===== config.mk =====
export PLATFORM = sky130hd
export DESIGN_NAME = indirect_register_access_port
export DESIGN_NICKNAME = d
export VERILOG_FILES = /design/src/core/indirect_access_pkg.sv /design/src/core/indirect_register_access_port.sv
export VERILOG_INCLUDE_DIRS = /design/src /design/src/core
export SDC_FILE = /design/constraint.sdc
export NUM_CORES = 1
export LEC_CHECK = 0
export ABC_AREA = 1
export BUFFER_PORTS_ARGS = -buffer_cell sky130_fd_sc_hd__buf_2
export CORE_MARGIN = 1
export CORE_UTILIZATION = 35
export DETAILED_ROUTE_END_ITERATION = 6
export HOLD_SLACK_MARGIN = 0.12
export PLACE_DENSITY = 0.71
export SETUP_SLACK_MARGIN = 0.3
export SLEW_MARGIN = 20
export SYNTH_ARGS = -nofsm -noshare
export SYNTH_HDL_FRONTEND = slang
export SYNTH_SLANG_ARGS = --single-unit

===== constraint.sdc =====
create_clock -name aclk -period 2.05 [get_ports aclk]
set_input_delay 0.615 -clock aclk [delete_from_list [all_inputs] [get_ports aclk]]
set_output_delay 0.615 -clock aclk [all_outputs]
set_load 0.02 [all_outputs]

===== src/core/indirect_access_regs.svh =====
/*
 * Register offsets, field positions and reset values of the
 * indirect register access port. Assumes inclusion by bare name from core/.
 */
// Functional notes
// - Select code 0000 in control bits 5:2 routes accesses to the pattern and timing block.
// - With auto-increment set, the offset steps by 1 after each completed indirect access.
// - With read-enable set, an offset register write issues a read strobe at the new offset.
// - With read-enable and auto-increment set, each data read issues a further read strobe.
// - The offset register is 8 bits and resets to 0x3a.
// - A data write stores the byte and writes it to the selected block at the current offset.
// - A data register read returns the selected block register at the current offset.
// - Control resets with select 0x7, auto-increment and read-enable clear; bits 7:6 read 0.
// - The data register nominally resets to 0x14, but tests must tolerate other values.
`ifndef INDIRECT_ACCESS_REGS_SVH
`define INDIRECT_ACCESS_REGS_SVH

// ****************************************************************
// Byte addresses (index times four)
// ****************************************************************
`define IDX_CONTROL 8'hb0
`define IDX_OFFSET 8'hb1
`define IDX_DATA 8'hb2
`define ADDR_CONTROL 10'h2c0
`define ADDR_OFFSET 10'h2c4
`define ADDR_DATA 10'h2c8

// ****************************************************************
// Fields and reset values
// ****************************************************************
`define SEL_HI 5
`define SEL_LO 2
`define AUTO_INC_BIT 1
`define READ_EN_BIT 0
`define SEL_TEST_PATTERN 4'h0
`define CONTROL_RESET 8'h1c
`define OFFSET_RESET 8'h3a
`define DATA_RESET 8'h14

// ****************************************************************
// AXI responses
// ****************************************************************
`define RESP_OKAY 2'h0
`define RESP_SLVERR 2'h2

`endif


===== src/core/indirect_access_pkg.sv =====
/*
 * Types of the indirect register access port.
 * Assumes nothing of its surroundings.
 */
package indirect_access_pkg;
  typedef enum logic [1:0] {
    REG_CONTROL,
    REG_OFFSET,
    REG_DATA,
    REG_NONE
  } reg_sel_t;
endpackage


===== src/core/indirect_register_access_port.sv =====
/*
 * Indirect register access port: AXI4-Lite slave holding the control,
 * offset and data window registers, driving strobed byte accesses into
 * the selected internal block.
 * Assumes the block answers reads combinationally in the cycle of blk_rd_strobe
 * or any cycle, via blk_rdata reflecting the addressed register.
 */
// Implementation choice: the AXI4-Lite interface to the registers.
`timescale 1ns/10ps
`include "indirect_access_regs.svh"

module indirect_register_access_port (
  input wire logic aclk,
  input wire logic aresetn,
  input wire logic [9:0] s_axi_awaddr,
  input wire logic s_axi_awvalid,
  output logic s_axi_awready,
  input wire logic [31:0] s_axi_wdata,
  input wire logic [3:0] s_axi_wstrb,
  input wire logic s_axi_wvalid,
  output logic s_axi_wready,
  output logic [1:0] s_axi_bresp,
  output logic s_axi_bvalid,
  input wire logic s_axi_bready,
  input wire logic [9:0] s_axi_araddr,
  input wire logic s_axi_arvalid,
  output logic s_axi_arready,
  output logic [31:0] s_axi_rdata,
  output logic [1:0] s_axi_rresp,
  output logic s_axi_rvalid,
  input wire logic s_axi_rready,
  output logic [3:0] target_block_select,
  output logic [7:0] target_offset,
  output logic [7:0] blk_wdata,
  output logic blk_wr_strobe,
  output logic blk_rd_strobe,
  output logic test_pattern_and_lane_timing_block_sel,
  input wire logic [7:0] blk_rdata
);

  // ****************************************************************
  // Address decode
  // ****************************************************************
  function automatic indirect_access_pkg::reg_sel_t decode(input logic [9:0] addr);
    if (addr == `ADDR_CONTROL) begin
      return indirect_access_pkg::REG_CONTROL;
    end else if (addr == `ADDR_OFFSET) begin
      return indirect_access_pkg::REG_OFFSET;
    end else if (addr == `ADDR_DATA) begin
      return indirect_access_pkg::REG_DATA;
    end
    return indirect_access_pkg::REG_NONE;
  endfunction

  // ****************************************************************
  // Storage and handshake state
  // ****************************************************************
  logic [3:0] sel_field;
  logic offset_auto_increment;
  logic read_strobe_enable;
  logic [7:0] indirect_offset;
  logic [7:0] window_byte;
  logic aw_held;
  logic w_held;
  logic [9:0] aw_addr;
  logic [7:0] w_byte;
  logic w_lane0;
  logic do_write;
  logic do_read;
  indirect_access_pkg::reg_sel_t wsel;
  indirect_access_pkg::reg_sel_t rsel;
  logic [7:0] read_byte;
  logic [7:0] control_value;
  logic data_wr;
  logic data_rd;
  logic offset_wr;
  logic control_wr;
  logic [1:0] next_bresp;
  logic [1:0] next_rresp;
  logic [7:0] next_offset;
  logic [7:0] next_target_offset;
  logic next_rd_strobe;

  // ****************************************************************
  // Register write qualification
  // ****************************************************************
  // A write lands only with byte lane 0 enabled; the other lanes hold no bits
  function automatic logic write_hit(input indirect_access_pkg::reg_sel_t which);
    return do_write && w_lane0 && (wsel == which);
  endfunction

  // ****************************************************************
  // Write channel capture
  // ****************************************************************
  // Both channels stall while a response waits, so only one write is in flight
  assign s_axi_awready = !aw_held && !s_axi_bvalid;
  assign s_axi_wready = !w_held && !s_axi_bvalid;
  assign do_write = aw_held && w_held && !s_axi_bvalid;
  assign wsel = decode(aw_addr);

  always_ff @(posedge aclk) begin
    if (!aresetn) begin
      aw_held <= 1'b0;
    end else if (s_axi_awvalid && s_axi_awready) begin
      aw_held <= 1'b1;
    end else if (do_write) begin
      aw_held <= 1'b0;
    end
  end

  always_ff @(posedge aclk) begin
    if (!aresetn) begin
      aw_addr <= 10'h000;
    end else if (s_axi_awvalid && s_axi_awready) begin
      aw_addr <= s_axi_awaddr;
    end
  end

  always_ff @(posedge aclk) begin
    if (!aresetn) begin
      w_held <= 1'b0;
    end else if (s_axi_wvalid && s_axi_wready) begin
      w_held <= 1'b1;
    end else if (do_write) begin
      w_held <= 1'b0;
    end
  end

  always_ff @(posedge aclk) begin
    if (!aresetn) begin
      w_byte <= 8'h00;
      w_lane0 <= 1'b0;
    end else if (s_axi_wvalid && s_axi_wready) begin
      w_byte <= s_axi_wdata[7:0];
      w_lane0 <= s_axi_wstrb[0];
    end
  end

  // ****************************************************************
  // Write response
  // ****************************************************************
  // Unmapped addresses answer with an error and change nothing
  always_comb begin
    if (wsel == indirect_access_pkg::REG_NONE) begin
      next_bresp = `RESP_SLVERR;
    end else begin
      next_bresp = `RESP_OKAY;
    end
  end

  always_ff @(posedge aclk) begin
    if (!aresetn) begin
      s_axi_bvalid <= 1'b0;
    end else if (do_write) begin
      s_axi_bvalid <= 1'b1;
    end else if (s_axi_bready) begin
      s_axi_bvalid <= 1'b0;
    end
  end

  always_ff @(posedge aclk) begin
    if (!aresetn) begin
      s_axi_bresp <= `RESP_OKAY;
    end else if (do_write) begin
      s_axi_bresp <= next_bresp;
    end
  end

  // ****************************************************************
  // Read channel
  // ****************************************************************
  assign s_axi_arready = !s_axi_rvalid;
  assign do_read = s_axi_arvalid && s_axi_arready;
  assign rsel = decode(s_axi_araddr);
  assign control_value = {2'b00, sel_field, offset_auto_increment, read_strobe_enable};

  // The window is no stored copy: it always shows the block at the offset
  always_comb begin
    unique case (rsel)
      indirect_access_pkg::REG_CONTROL: read_byte = control_value;
      indirect_access_pkg::REG_OFFSET: read_byte = indirect_offset;
      indirect_access_pkg::REG_DATA: read_byte = blk_rdata;
      indirect_access_pkg::REG_NONE: read_byte = 8'h00;
    endcase
  end

  always_comb begin
    if (rsel == indirect_access_pkg::REG_NONE) begin
      next_rresp = `RESP_SLVERR;
    end else begin
      next_rresp = `RESP_OKAY;
    end
  end

  always_ff @(posedge aclk) begin
    if (!aresetn) begin
      s_axi_rvalid <= 1'b0;
    end else if (do_read) begin
      s_axi_rvalid <= 1'b1;
    end else if (s_axi_rready) begin
      s_axi_rvalid <= 1'b0;
    end
  end

  // Upper bytes read as zero: every register is one byte wide
  always_ff @(posedge aclk) begin
    if (!aresetn) begin
      s_axi_rdata <= 32'h00000000;
    end else if (do_read) begin
      s_axi_rdata <= {24'h000000, read_byte};
    end
  end

  always_ff @(posedge aclk) begin
    if (!aresetn) begin
      s_axi_rresp <= `RESP_OKAY;
    end else if (do_read) begin
      s_axi_rresp <= next_rresp;
    end
  end

  // ****************************************************************
  // Control register
  // ****************************************************************
  assign control_wr = write_hit(indirect_access_pkg::REG_CONTROL);

  // Reserved select codes are kept as written; only 0000 raises the block flag
  always_ff @(posedge aclk) begin
    if (!aresetn) begin
      sel_field <= 4'(`CONTROL_RESET >> `SEL_LO);
    end else if (control_wr) begin
      sel_field <= w_byte[`SEL_HI:`SEL_LO];
    end
  end

  always_ff @(posedge aclk) begin
    if (!aresetn) begin
      offset_auto_increment <= 1'b0;
    end else if (control_wr) begin
      offset_auto_increment <= w_byte[`AUTO_INC_BIT];
    end
  end

  always_ff @(posedge aclk) begin
    if (!aresetn) begin
      read_strobe_enable <= 1'b0;
    end else if (control_wr) begin
      read_strobe_enable <= w_byte[`READ_EN_BIT];
    end
  end

  // ****************************************************************
  // Offset and data window
  // ****************************************************************
  assign data_wr = write_hit(indirect_access_pkg::REG_DATA);
  assign offset_wr = write_hit(indirect_access_pkg::REG_OFFSET);
  assign data_rd = do_read && (rsel == indirect_access_pkg::REG_DATA);

  // A host write of the offset wins over an increment in the same cycle
  always_comb begin
    if (offset_wr) begin
      next_offset = w_byte;
    end else if (offset_auto_increment && (data_wr || data_rd)) begin
      next_offset = indirect_offset + 8'h01;
    end else begin
      next_offset = indirect_offset;
    end
  end

  always_ff @(posedge aclk) begin
    if (!aresetn) begin
      indirect_offset <= `OFFSET_RESET;
    end else begin
      indirect_offset <= next_offset;
    end
  end

  // The stored byte is what the block is given, so both always agree
  always_ff @(posedge aclk) begin
    if (!aresetn) begin
      window_byte <= `DATA_RESET;
    end else if (data_wr) begin
      window_byte <= w_byte;
    end
  end

  assign blk_wdata = window_byte;

  // ****************************************************************
  // Strobes to the selected block
  // ****************************************************************
  // A write strobe keeps the offset it was issued at; otherwise follow the offset
  always_comb begin
    if (data_wr) begin
      next_target_offset = indirect_offset;
    end else begin
      next_target_offset = next_offset;
    end
  end

  always_comb begin
    next_rd_strobe = 1'b0;
    if (read_strobe_enable && offset_wr) begin
      next_rd_strobe = 1'b1;
    end
    if (read_strobe_enable && offset_auto_increment && data_rd) begin
      next_rd_strobe = 1'b1;
    end
  end

  // Strobes are registered so they accompany the offset they target
  always_ff @(posedge aclk) begin
    if (!aresetn) begin
      blk_wr_strobe <= 1'b0;
    end else begin
      blk_wr_strobe <= data_wr;
    end
  end

  always_ff @(posedge aclk) begin
    if (!aresetn) begin
      target_offset <= 8'h00;
    end else begin
      target_offset <= next_target_offset;
    end
  end

  always_ff @(posedge aclk) begin
    if (!aresetn) begin
      blk_rd_strobe <= 1'b0;
    end else begin
      blk_rd_strobe <= next_rd_strobe;
    end
  end

  // ****************************************************************
  // Block selection
  // ****************************************************************
  assign target_block_select = sel_field;
  assign test_pattern_and_lane_timing_block_sel = (sel_field == `SEL_TEST_PATTERN);

endmodule


== Yosys cells after proc, flatten, opt, wreduce, memory -nomap -nowiden ==
Index checks and enable logic that the tools add are counted.

* Bits of input ports: 71
* Logic and storage cells: 88
* Output and inout port bits: 64
* Bits in registers: 67

* Eq/ne operators: 12
* Add/subtract/negate cells: 1
* Reductions and logical operators: 28
* Muxes and demuxes: 29

{| class="wikitable"
|+ Operator list
! cell !! count
|-
| 10-bit equality test, second input constant || 6
|-
| 8-bit case mux with 4 select lines || 1
|-
| 8-bit two-way mux || 3
|-
| 2-bit two-way mux || 10
|-
| 1-bit logical AND || 16
|-
| 1-bit two-way mux || 15
|-
| 8-bit by 1-bit adder with 8-bit output, second input constant || 1
|-
| 2-bit equality test, second input constant || 4
|-
| 2-bit nonzero test || 4
|-
| 2-bit by 1-bit equality test with 1-bit output, second input constant || 2
|-
| 1-bit logical NOT || 4
|-
| 2-bit logical NOT || 2
|-
| 4-bit logical NOT || 1
|-
| 1-bit logical OR || 1
|}

== Logic depth before layout (Yosys ltp) ==
Gate-level depths: netlist (run 1).

* Depth after elaboration: 12
* Mapped depth: 15
* Mapped depth without buffers: 14

== Worst setup path after synthesis (run 1) ==
OpenSTA, ideal clock, no wires.

* Path kind: input to register
* Start point: in s_axi_araddr[5]
* End point: reg indirect_offset[5]
* Required time: 1.930 ns
* Data arrival time: 1.617 ns
* Stages on the path: 11
* Setup slack: 0.313 ns
* Path buffers: 0
* Cells stage by stage: nor2_1 -> nand2_1 -> nor2_4 -> nand3_2 -> nand2_2 -> nand2_4 -> nand2_1 -> nand2_1 -> nand2_1 -> o21ai_2 -> or2_1

* Longest elaborated chain between the ends: 11
* Elaborated cells on any way between the ends: 15

{| class="wikitable"
|+ Ends and longest elaborated chain
! what !! line !! text
|-
| from (decl) || indirect_register_access_port.sv:25 || <nowiki>input wire logic [9:0] s_axi_araddr,</nowiki>
|-
| 10-bit equality test (no source line) || -- ||
|-
| 1-bit two-way mux || indirect_register_access_port.sv:49 || <nowiki>end else if (addr == `ADDR_DATA) begin</nowiki>
|-
| 1-bit two-way mux || indirect_register_access_port.sv:47 || <nowiki>end else if (addr == `ADDR_OFFSET) begin</nowiki>
|-
| 1-bit two-way mux || indirect_register_access_port.sv:45 || <nowiki>if (addr == `ADDR_CONTROL) begin</nowiki>
|-
| 2-bit two-way mux (*) || indirect_register_access_port.sv:52 || <nowiki>return indirect_access_pkg::REG_NONE;</nowiki>
|-
| 2-bit equality test (*) || indirect_register_access_port.sv:257 || <nowiki>assign data_rd = do_read && (rsel == indirect_access_pkg::REG_DATA);</nowiki>
|-
| 1-bit logical AND (*) || indirect_register_access_port.sv:257 ||
|-
| 1-bit logical OR (*) || indirect_register_access_port.sv:263 || <nowiki>end else if (offset_auto_increment && (data_wr || data_rd)) begin</nowiki>
|-
| 1-bit logical AND (*) || indirect_register_access_port.sv:263 ||
|-
| 8-bit two-way mux (*) || indirect_register_access_port.sv:263 ||
|-
| 8-bit two-way mux (*) || indirect_register_access_port.sv:261 || <nowiki>if (offset_wr) begin</nowiki>
|-
| to (signal assigned) || indirect_register_access_port.sv:272 || <nowiki>indirect_offset <= `OFFSET_RESET;</nowiki>
|-
| to (signal assigned) || indirect_register_access_port.sv:274 || <nowiki>indirect_offset <= next_offset;</nowiki>
|-
| to (decl) || indirect_register_access_port.sv:61 || <nowiki>logic [7:0] indirect_offset;</nowiki>
|}

Every way passes the cells marked *; elsewhere a longest branch is shown, timed or not.
A chain may end at the register's enable or synchronous reset.

== Worst setup path after layout (run 1) ==
* Start point: reg sel_field[2] (netlist: target_block_select[2])
* End point: out test_pattern_and_lane_timing_block_sel

* Longest elaborated chain between the ends: 1

{| class="wikitable"
|+ Ends and longest elaborated chain
! what !! line !! text
|-
| from (decl) || indirect_register_access_port.sv:58 || <nowiki>logic [3:0] sel_field;</nowiki>
|-
| from (signal assigned) || indirect_register_access_port.sv:230 || <nowiki>sel_field <= 4'(`CONTROL_RESET >> `SEL_LO);</nowiki>
|-
| from (signal assigned) || indirect_register_access_port.sv:232 || <nowiki>sel_field <= w_byte[`SEL_HI:`SEL_LO];</nowiki>
|-
| 4-bit logical NOT (no source line) || -- ||
|-
| to (decl) || indirect_register_access_port.sv:37 || <nowiki>output logic test_pattern_and_lane_timing_block_sel,</nowiki>
|}

No other way between the ends.

==> impl_metrics.toml, run 1 <==
[outcome]
status = "finished clean"

[floorplanning]
row_count = 33
core_area_um2 = 8380
initial_core_util_pct = 36.7
die_y_um = 95.8
dieArea_um2 = 9170
die_w_um = 95.8
pin_count = 135

[cells_and_area]
fin_cells = 604
multi_input_area_um2 = 1460
drive_gt1_share_pct = 28.3
fillerInstances = 878
seqCellArea_um2 = 1310
nets = 566
antenna_cells = 0
syn2layout_area_growth_pct = 19.8

[route]
finalWirelength_mm = 7.13
wire_per_inst_um = 11.8
drc = 0
vias_per_cell = 4.65
first_pass_iters = 4
detail-route-antenna-nets = 0
num_vias = 2806
drt_iter0_drc = 118

[clock_network]
cts.clk_slew.worst_paths_ns = 0.07
htreeDepth = 3
cts_max_path_buffers = 2
clock-sinks = 65
cts_tree = "done"
ctsHoldBuffers = 0
clk-insertion-delay-late_ns = 0.34
cts-root-buf = "clkbuf_8"
numCtsBuffers = 9

[synth]
synth.ff_latch_count = 65
synth_edf_count = 0
ys_seq_area_share_pct = 42.3
synth_cell_type_count = 40
async_flop_share_pct = 0
synth.avg_cell_area_um2 = 7.53
ys_warn_count = 0
synth_flop_cell = "dfxtp_1"
syn_area_um2 = 3080
synth_cells = 409

[global_route]
grt_pass1_vias = 2469
grtUsageTotal_pct = 16.3
grt_pass1_wl_mm = 11.2
grt_start_max_net_pins = 36
antenna_found_initial = 0
grt_overflow = 0

[setup_path]
timing.rr.start = "s_axi_bvalid"
endpoint_kind = "primary output"
worstPathArrival_ns = 1.12
critPathKind = "flip-flop to primary output"
required_ns = 1.43
crit_path_start_kind = "flip-flop"
r2r_end = "indirect_offset[5]"
crit_fanout = 2
crit_start = "target_block_select[2]"
r2r_cells = 12
endpoint = "test_pattern_and_lane_timing_block_sel"
regToRegSetupSlack_ns = 0.46

[place]
port_buffers = 81
place_congestion = 0.890
hpwl_mm = 5.42
place_inst = 587

[sta]
finalMaxSlewViolations = 0
period_needed_ns = 1.73
fin_crit_sh_pct = 84.4
max_clock_freq_mhz = 578
rsz0062_at_grt = "true"
setup_violations = 0
tns_ns = 0
clock_skew_ns = 0.00943
hold_viol = 0

[pwr]
ir_drop_v = 0.000336
pwr-share-seq_pct = 52.3
p_leak_nw = 1.79
p_sw_w = 0.000728
p_int_w = 0.00185
combPwrFrac_pct = 12.7
clkPwrFrac_pct = 35.0
p_sw_share_pct = 28.2
power_density_nw_per_um2 = 699

[worst_hold_path]
hp-class = "flip-flop to flip-flop"

[job]
cap_viol_max_count = 0
## logic make-up after synthesis
logic type	Yosys count	share of synthesized area, %
fa+ha+maj	1	0.406
buf+inv	83	13.7
other cells	1	0.122
simple gates	161	25.8
flops	65	42.3
xor+xnor	5	1.42
compound gates	93	16.3
## power by group through the flow
stage,Sequential [W],Combinational (W),Clock (W)
finish,0.00135,0.000327,0.000902
global route,0.00135,0.000365,0.000988
CTS,0.00135,0.000328,0.000924
detailed placement,0.00138,0.000327,0
global placement,0.00138,0.000323,0
floorplan,0.00139,0.000240,0
## layer usage
metal / GRT usage (%) / part of all wire [%]
met4: 7.09 / 1.7
met3: 4.11 / 6.7
met2: 26.8 / 46
met1: 20.2 / 46
met5: 0 / 0
## worst min-delay path by stage
stage / endpoint / from / cells after the start
after floorplan: blk_rd_strobe / read_strobe_enable / 2
after global placement: blk_wdata[7] / blk_wdata[7] / 2
after detailed placement: blk_wdata[5] / blk_wdata[5] / 2
after CTS: s_axi_rdata[7] / s_axi_rdata[7] / 2
after global routing: s_axi_rdata[6] / s_axi_rdata[6] / 2
final: s_axi_rdata[7] / s_axi_rdata[7] / 2
## state kept, by name, indices dropped and copies added (netlist names), 4 cells and up
| register | count |
|---|---|
| blk_wdata | 8 |
| target_block_select | 4 |
| target_offset | 8 |
| aw_addr | 10 |
| w_byte | 8 |
| s_axi_rdata | 8 |
| indirect_offset | 8 |
## synthesized netlist by cell type, types with 4 or more instances
cell,count,area share [%]
dfxtp_1,65,42
inv_1,36,4.4
o21ai_0,43,7.0
nand2_1,76,9.3
nand4_1,6,1.2
nor2_1,35,4.3
nor2_4,6,2.2
nand3_1,19,3.1
a21oi_1,34,5.5
o211ai_1,4,0.98
inv_2,5,0.61
buf_4,26,6.3
xor2_1,4,1.1
nor2_2,4,0.81
clkbuf_1,11,1.3
## placed cells by master (no fill, tap or decap), types with 5 or more instances in the layout
cell      instances
nand2_1          76
buf_4             9
nand4_1           6
inv_2             5
inv_1            36
a21oi_1          34
dfxtp_2           6
o21ai_0          43
dfxtp_1          59
nor2_2            6
buf_2            80
clkinv_2          5
conb_1           26
nor2_1           33
nor2_4            6
nand3_1          19
clkbuf_8          9
## stage by stage
stage	area, µm²	hold WS [ns]	utilization [%]	power, W	worst slack, ns
2_1_floorplan	3170	0.444	-	0.00163	0.313
3_3_place_gp	3500	0.443	41.8	0.00170	0.0953
3_5_place_dp	3500	0.451	41.8	0.00171	0.0681
4_1_cts	3670	0.467	43.8	0.00260	0.300
5_1_grt	3690	0.494	44.0	0.00271	0.251
6_report	3690	0.462	44.0	0.00258	0.320
## critical path, stage by stage, from the launching register on
cell     delay, ns
dfxtp_2       0.33
nor4_2        0.26
buf_4         0.18
## cell type report
| class | instances | area share, % |
|---|---|---|
| clock buffers | 12 | 3.66 |
| multi-input cells | 286 | 39.6 |
| repair buffers | 89 | 12.7 |
| clock inverters | 4 | 0.543 |
| flip-flops and latches | 65 | 35.5 |
| well taps | 105 | 3.56 |
| inverters | 43 | 4.48 |
## timing repair
item,CTS,global route
resized for setup,3,7
setup buffers,1,0
setup endpoints to repair,1,3
pin swaps,1,1
No activity file was read; power rests on OpenSTA's default activity.
==> run 2: changes to the inputs <==
Clock period 2.05 ns to 1.7 ns, I/O delays scaled along.
==> run 2 against run 1 <==
Compared with the run above: register-to-register slack worse by 0.36 ns; via count increased by 9.7%; non-clock buffer count grew 32; hold slack worse by 0.051 ns; critical endpoint unchanged; largest cell class unchanged.
==> impl_metrics.toml, run 2 (synthesis results as in run 1) <==
[pwr]
p_sw_w = 0.000973
clkPwrFrac_pct = 38.4
p_int_w = 0.00248
p_sw_share_pct = 28.2
combPwrFrac_pct = 14.1
power_density_nw_per_um2 = 771
ir_drop_v = 0.000527
p_leak_nw = 2.05
pwr-share-seq_pct = 47.5

[setup_path]
regToRegSetupSlack_ns = 0.10
slowest_delay_ns = 0.34
r2r_end = "indirect_offset[4]"
crit_family = "flip-flops"
crit_path_start_kind = "flip-flop"
timing.rr.start = "aw_addr[3]"
crit_fanout = 2
worst-path-buf-inv = 1
worstPathArrival_ns = 1.11
required_ns = 1.19
cp_slowest_cell = "dfxtp_2"
critPathKind = "flip-flop to primary output"
endpoint_kind = "primary output"
r2r_cells = 12
path_cells = "nor4_4 > buf_4"

[floorplanning]
dieArea_um2 = 9170
row_count = 33
pin_count = 135
die_w_um = 95.8
die_y_um = 95.8
core_area_um2 = 8380
initial_core_util_pct = 36.7

[cells_and_area]
layout_common_cells = "60 x buf_2, 52 x nand2_1, 46 x dfxtp_1"
syn2layout_area_growth_pct = 45.3
final_common_cell = "buf_2"
antenna_cells = 0
fin_util_pct = 53.4
largest_reg_flops = 10
final_cell_area_um2 = 4470
drive_gt1_share_pct = 47.1
nets = 600
fin_cells = 638
top_register = "aw_addr"

[clock_network]
clk-insertion-delay-late_ns = 0.35
cts-root-buf = "clkbuf_8"
cts.clk_slew.worst_paths_ns = 0.07
htreeDepth = 3
cts_tree = "done"
numCtsBuffers = 9
cts_max_path_buffers = 2
ctsHoldBuffers = 0
clock-sinks = 65

[route]
detail-route-antenna-nets = 0
num_vias = 3077
wire_per_inst_um = 13.3
vias_per_cell = 4.82
first_pass_iters = 4
drt_iter0_drc = 155
finalWirelength_mm = 8.52
drc = 0

[global_route]
grt_pass1_wl_mm = 12.7
antenna_found_initial = 0
grt_start_max_net_pins = 36
grt_overflow = 0
grt_pass1_vias = 2818
grtUsageTotal_pct = 18.6

[outcome]
status = "finished clean"

[sta]
max_clock_freq_mhz = 616
setup_violations = 0
slew_headroom_pct = 66.0
period_needed_ns = 1.62
hold_viol = 0
clock_skew_ns = 0.00649
holdWs_ns = 0.411
finalMaxSlewViolations = 0
fin_ws_ns = 0.0760
fin_crit_sh_pct = 95.5
worst_slew_pin_slew_ns = 0.509
rsz0062_at_grt = "true"

[place]
hpwl_mm = 5.59
port_buffers = 81
place_inst = 599
place_ws_ns = -0.101
place_congestion = 0.941
dpl_cell_area_um2 = 3640

[job]
cap_viol_max_count = 0

[worst_hold_path]
hold_depth = 3
min_to = "aw_addr[0]"
hp-class = "primary input to flip-flop"
hold_path.startpoint = "s_axi_awaddr[0]"
## run 2: cell types whose count changed in the layout (fill, tap and decap cells not counted), moves of 7 or more
cell     delta
nand2_2    +21
buf_4      +29
inv_1       -8
dfxtp_1    -13
nand2_1    -24
o21ai_0    -11
nand3_2     +7
nor2_4      +8
buf_6      +22
buf_2      -20
nand3_1     -8
nor2_1      -7
dfxtp_2     +9
## run 2: routing by layer
| metal | wire, µm | up-vias | global-route usage (%) | share of wire, % |
|---|---|---|---|---|
| met5 | 0 | - | 0 | 0 |
| met4 | 151 | 0 | 7.09 | 1.8 |
| met3 | 543 | 15 | 5.06 | 6.4 |
| met2 | 4320 | 124 | 32.9 | 51 |
| met1 | 3500 | 1415 | 21.3 | 41 |
| li1 | - | 1523 | - | - |
## run 2: area by class of cell
cell class | instances | area, µm²
clock inverter | 5 | 55.1
timing repair buffer | 121 | 853
sequential | 65 | 1340
tap | 105 | 131
fill | 801 | 3910
inverter | 43 | 191
multi-input combinational | 288 | 1760
clock buffer | 11 | 141
## run 2: power by group through the flow
stage	Clock, W	Combinational, W	Sequential (W)
final	0.00132	0.000488	0.00164
after global routing	0.00142	0.000535	0.00164
after CTS	0.00134	0.000439	0.00163
after detailed placement	0	0.000404	0.00166
after floorplan	0	0.000295	0.00168
after global placement	0	0.000397	0.00166
## run 2: worst reg2reg max path, delay by kind of cell (launching register included)
kind / cells / cell delay (ns)
flops: 1 / 0.36
simple gates: 10 / 1.02
buf+inv: 1 / 0.06
compound gates: 1 / 0.06
## run 2: what timing repair did
action                     4_1_cts  5_1_grt
gates resized for setup         82       71
pin swaps                       18       31
hold endpoints to repair         0        0
buffers inserted                 9       12
gates cloned                     2        0
setup endpoints to repair       37       63
## run 2: how the worst max path moves through the flow
stage | start | end | slack [ns] | cells after the start
final | target_block_select[3] | test_pattern_and_lane_timing_block_sel | 0.08 | 2
after global routing | target_block_select[0] | test_pattern_and_lane_timing_block_sel | 0.03 | 2
after CTS | target_block_select[3] | test_pattern_and_lane_timing_block_sel | 0.06 | 2
after detailed placement | s_axi_araddr[5] | indirect_offset[4] | -0.10 | 12
after global placement | s_axi_araddr[5] | blk_rd_strobe | -0.08 | 9
after floorplan | s_axi_araddr[3] | indirect_offset[1] | 0.09 | 14
## run 2: metrics by stage
| step | TNS (ns) | power, W |
|---|---|---|
| finish | 0 | 0.00345 |
| global route | 0 | 0.00360 |
| CTS | 0 | 0.00341 |
| detailed placement | -0.683 | 0.00207 |
| global placement | -0.402 | 0.00206 |
| floorplan | 0 | 0.00198 |
==> run 3: changes to the inputs <==
Clock period 1.7 ns to 1.5 ns, I/O delays scaled along.
==> run 3 against run 2 <==
Compared with the run above: the flow now finishes with violations (negative setup slack); first-iteration DRC count is 19% lower; combinational power is 40% higher; global-route usage is 1.5 points higher; clock skew is 0.0033 ns higher; sequential share of layout area is 3.1 points lower; die area stayed put; clock-buffer cell count is 2 lower; critical path depth is 6 higher; routed wire length is 5.5% higher; worst setup slack worse by 0.14 ns; largest cell class unchanged.
==> impl_metrics.toml, run 3 (synthesis results as in run 1) <==
[clock_network]
clk-insertion-delay-late_ns = 0.35
numCtsBuffers = 9
clock-sinks = 65
cts-root-buf = "clkbuf_8"
cts_max_path_buffers = 2
htreeDepth = 3
cts_tree = "done"
cts.clk_slew.worst_paths_ns = 0.08
ctsHoldBuffers = 0

[sta]
clock_skew_ns = 0.00980
finalMaxSlewViolations = 0
hold_viol = 0
tns_ns = -0.468
fin_ws_ns = -0.0608
max_clock_freq_mhz = 641
setup_violations = 14
fin_crit_sh_pct = 104
rsz0062_at_grt = "true"
period_needed_ns = 1.56

[outcome]
status = "finished, violations left"
violations = "negative setup slack"

[cells_and_area]
layout_common_cells = "76 x buf_6, 46 x nand2_1, 41 x dfxtp_2"
antenna_cells = 0
largest_reg_flops = 10
final_cell_area_um2 = 5120
drive_gt1_share_pct = 59.1
fillerInstances = 709
nets = 627
final_common_cell = "buf_6"
top_register = "aw_addr"
syn2layout_area_growth_pct = 66.2

[worst_hold_path]
hold_depth = 3
hp-class = "primary input to flip-flop"
min_to = "aw_addr[0]"
hold_path.startpoint = "s_axi_awaddr[0]"

[route]
finalWirelength_mm = 8.98
drc = 0
wire_per_inst_um = 13.5
num_vias = 3162
first_pass_iters = 4
vias_per_cell = 4.75
detail-route-antenna-nets = 0
drt_iter0_drc = 125

[setup_path]
r2r_cells = 8
required_ns = 1.77
slowest_delay_ns = 0.33
crit_family = "simple AND/OR/NAND/NOR gates"
crit_fanout = 5
crit_top_cell = "nor2_4"
worst-path-buf-inv = 2
path_cells = "nor2_2 > nand2_2 > nor2_4 > buf_6 > nand4_4 > nor2_4 > clkinvlp_4 > a21oi_1"
regToRegSetupSlack_ns = -0.06
crit_path_start_kind = "flip-flop"
critPathKind = "flip-flop to flip-flop"
cp_num_cells = 8
r2r_end = "target_offset[2]"
endpoint_kind = "flip-flop"
worstPathArrival_ns = 1.83
cp_slowest_cell = "dfxtp_2"
timing.rr.start = "aw_addr[4]"

[floorplanning]
core_area_um2 = 8380
die_w_um = 95.8
dieArea_um2 = 9170
row_count = 33
die_y_um = 95.8
pin_count = 135
initial_core_util_pct = 36.7

[global_route]
grt_overflow = 0
grt_pass1_wl_mm = 13.8
grt_start_max_net_pins = 36
grtUsageTotal_pct = 20.1
antenna_found_initial = 0
grt_pass1_vias = 2912

[pwr]
power_density_nw_per_um2 = 848
p_leak_nw = 2.32
ir_drop_v = 0.000625

[place]
place_congestion = 0.795
hpwl_mm = 5.92
dpl_cell_area_um2 = 3780
port_buffers = 81

[job]
cap_viol_max_count = 0
[run 3: worst min-delay path, delay by kind of cell]
family | cells | cell delay (ns)
buffers and inverters | 1 | 0.08
and+or+nand+nor | 1 | 0.07
AOI/OAI and AO/OA | 1 | 0.05
[run 3: how the worst max path moves through the flow]
stage	to	slack (ns)	startpoint
6_report	target_offset[2]	-0.06	aw_addr[4]
5_1_grt	indirect_offset[4]	-0.15	aw_addr[9]
3_3_place_gp	indirect_offset[1]	-0.25	s_axi_araddr[7]
3_5_place_dp	indirect_offset[4]	-0.27	s_axi_araddr[7]
4_1_cts	test_pattern_and_lane_timing_block_sel	-0.08	target_block_select[0]
2_1_floorplan	indirect_offset[1]	-0.05	s_axi_araddr[3]
[run 3: cell type report]
class	count	area [µm²]	area share [%]
well taps	105	131	2.57
clock inverters	7	119	2.32
multi-input cells	289	1880	36.8
repair buffers	146	1290	25.3
clock buffers	9	124	2.42
flip-flops and latches	65	1370	26.7
inverters	43	191	3.74
repair inverters	1	7.51	0.147
[run 3: power by group]
part | internal, W | total [W] | switching [W]
logic | 0.000276 | 0.000685 | 0.000409
clock network | 0.00110 | 0.00180 | 0.000696
registers | 0.00180 | 0.00186 | 0.0000506
[run 3: metal layers]
| metal | global-route usage [%] | part of all wire [%] | vias up |
|---|---|---|---|
| li1 | - | - | 1581 |
| met1 | 23.8 | 41 | 1461 |
| met2 | 35.9 | 52 | 106 |
| met3 | 4.34 | 4.9 | 14 |
| met4 | 6.47 | 1.5 | 0 |
| met5 | 0 | 0 | - |
[run 3: timing repair]
action	in CTS	in global routing
pin swaps	37	25
endpoints found under the setup margin	96	93
buffers inserted	26	5
cloned	3	1
gates resized for setup	219	66
[run 3: stage by stage]
step / setup WS [ns] / power, W / std cells / hold WS, ns / util [%]
floorplan: -0.0529 / 0.00225 / 434 / 0.444 / -
global placement: -0.251 / 0.00237 / 614 / 0.445 / 45.2
detailed placement: -0.273 / 0.00239 / 614 / 0.448 / 45.2
CTS: -0.0765 / 0.00430 / 659 / 0.341 / 58.3
global route: -0.154 / 0.00452 / 665 / 0.338 / 61.0
finish: -0.0608 / 0.00434 / 665 / 0.337 / 61.0
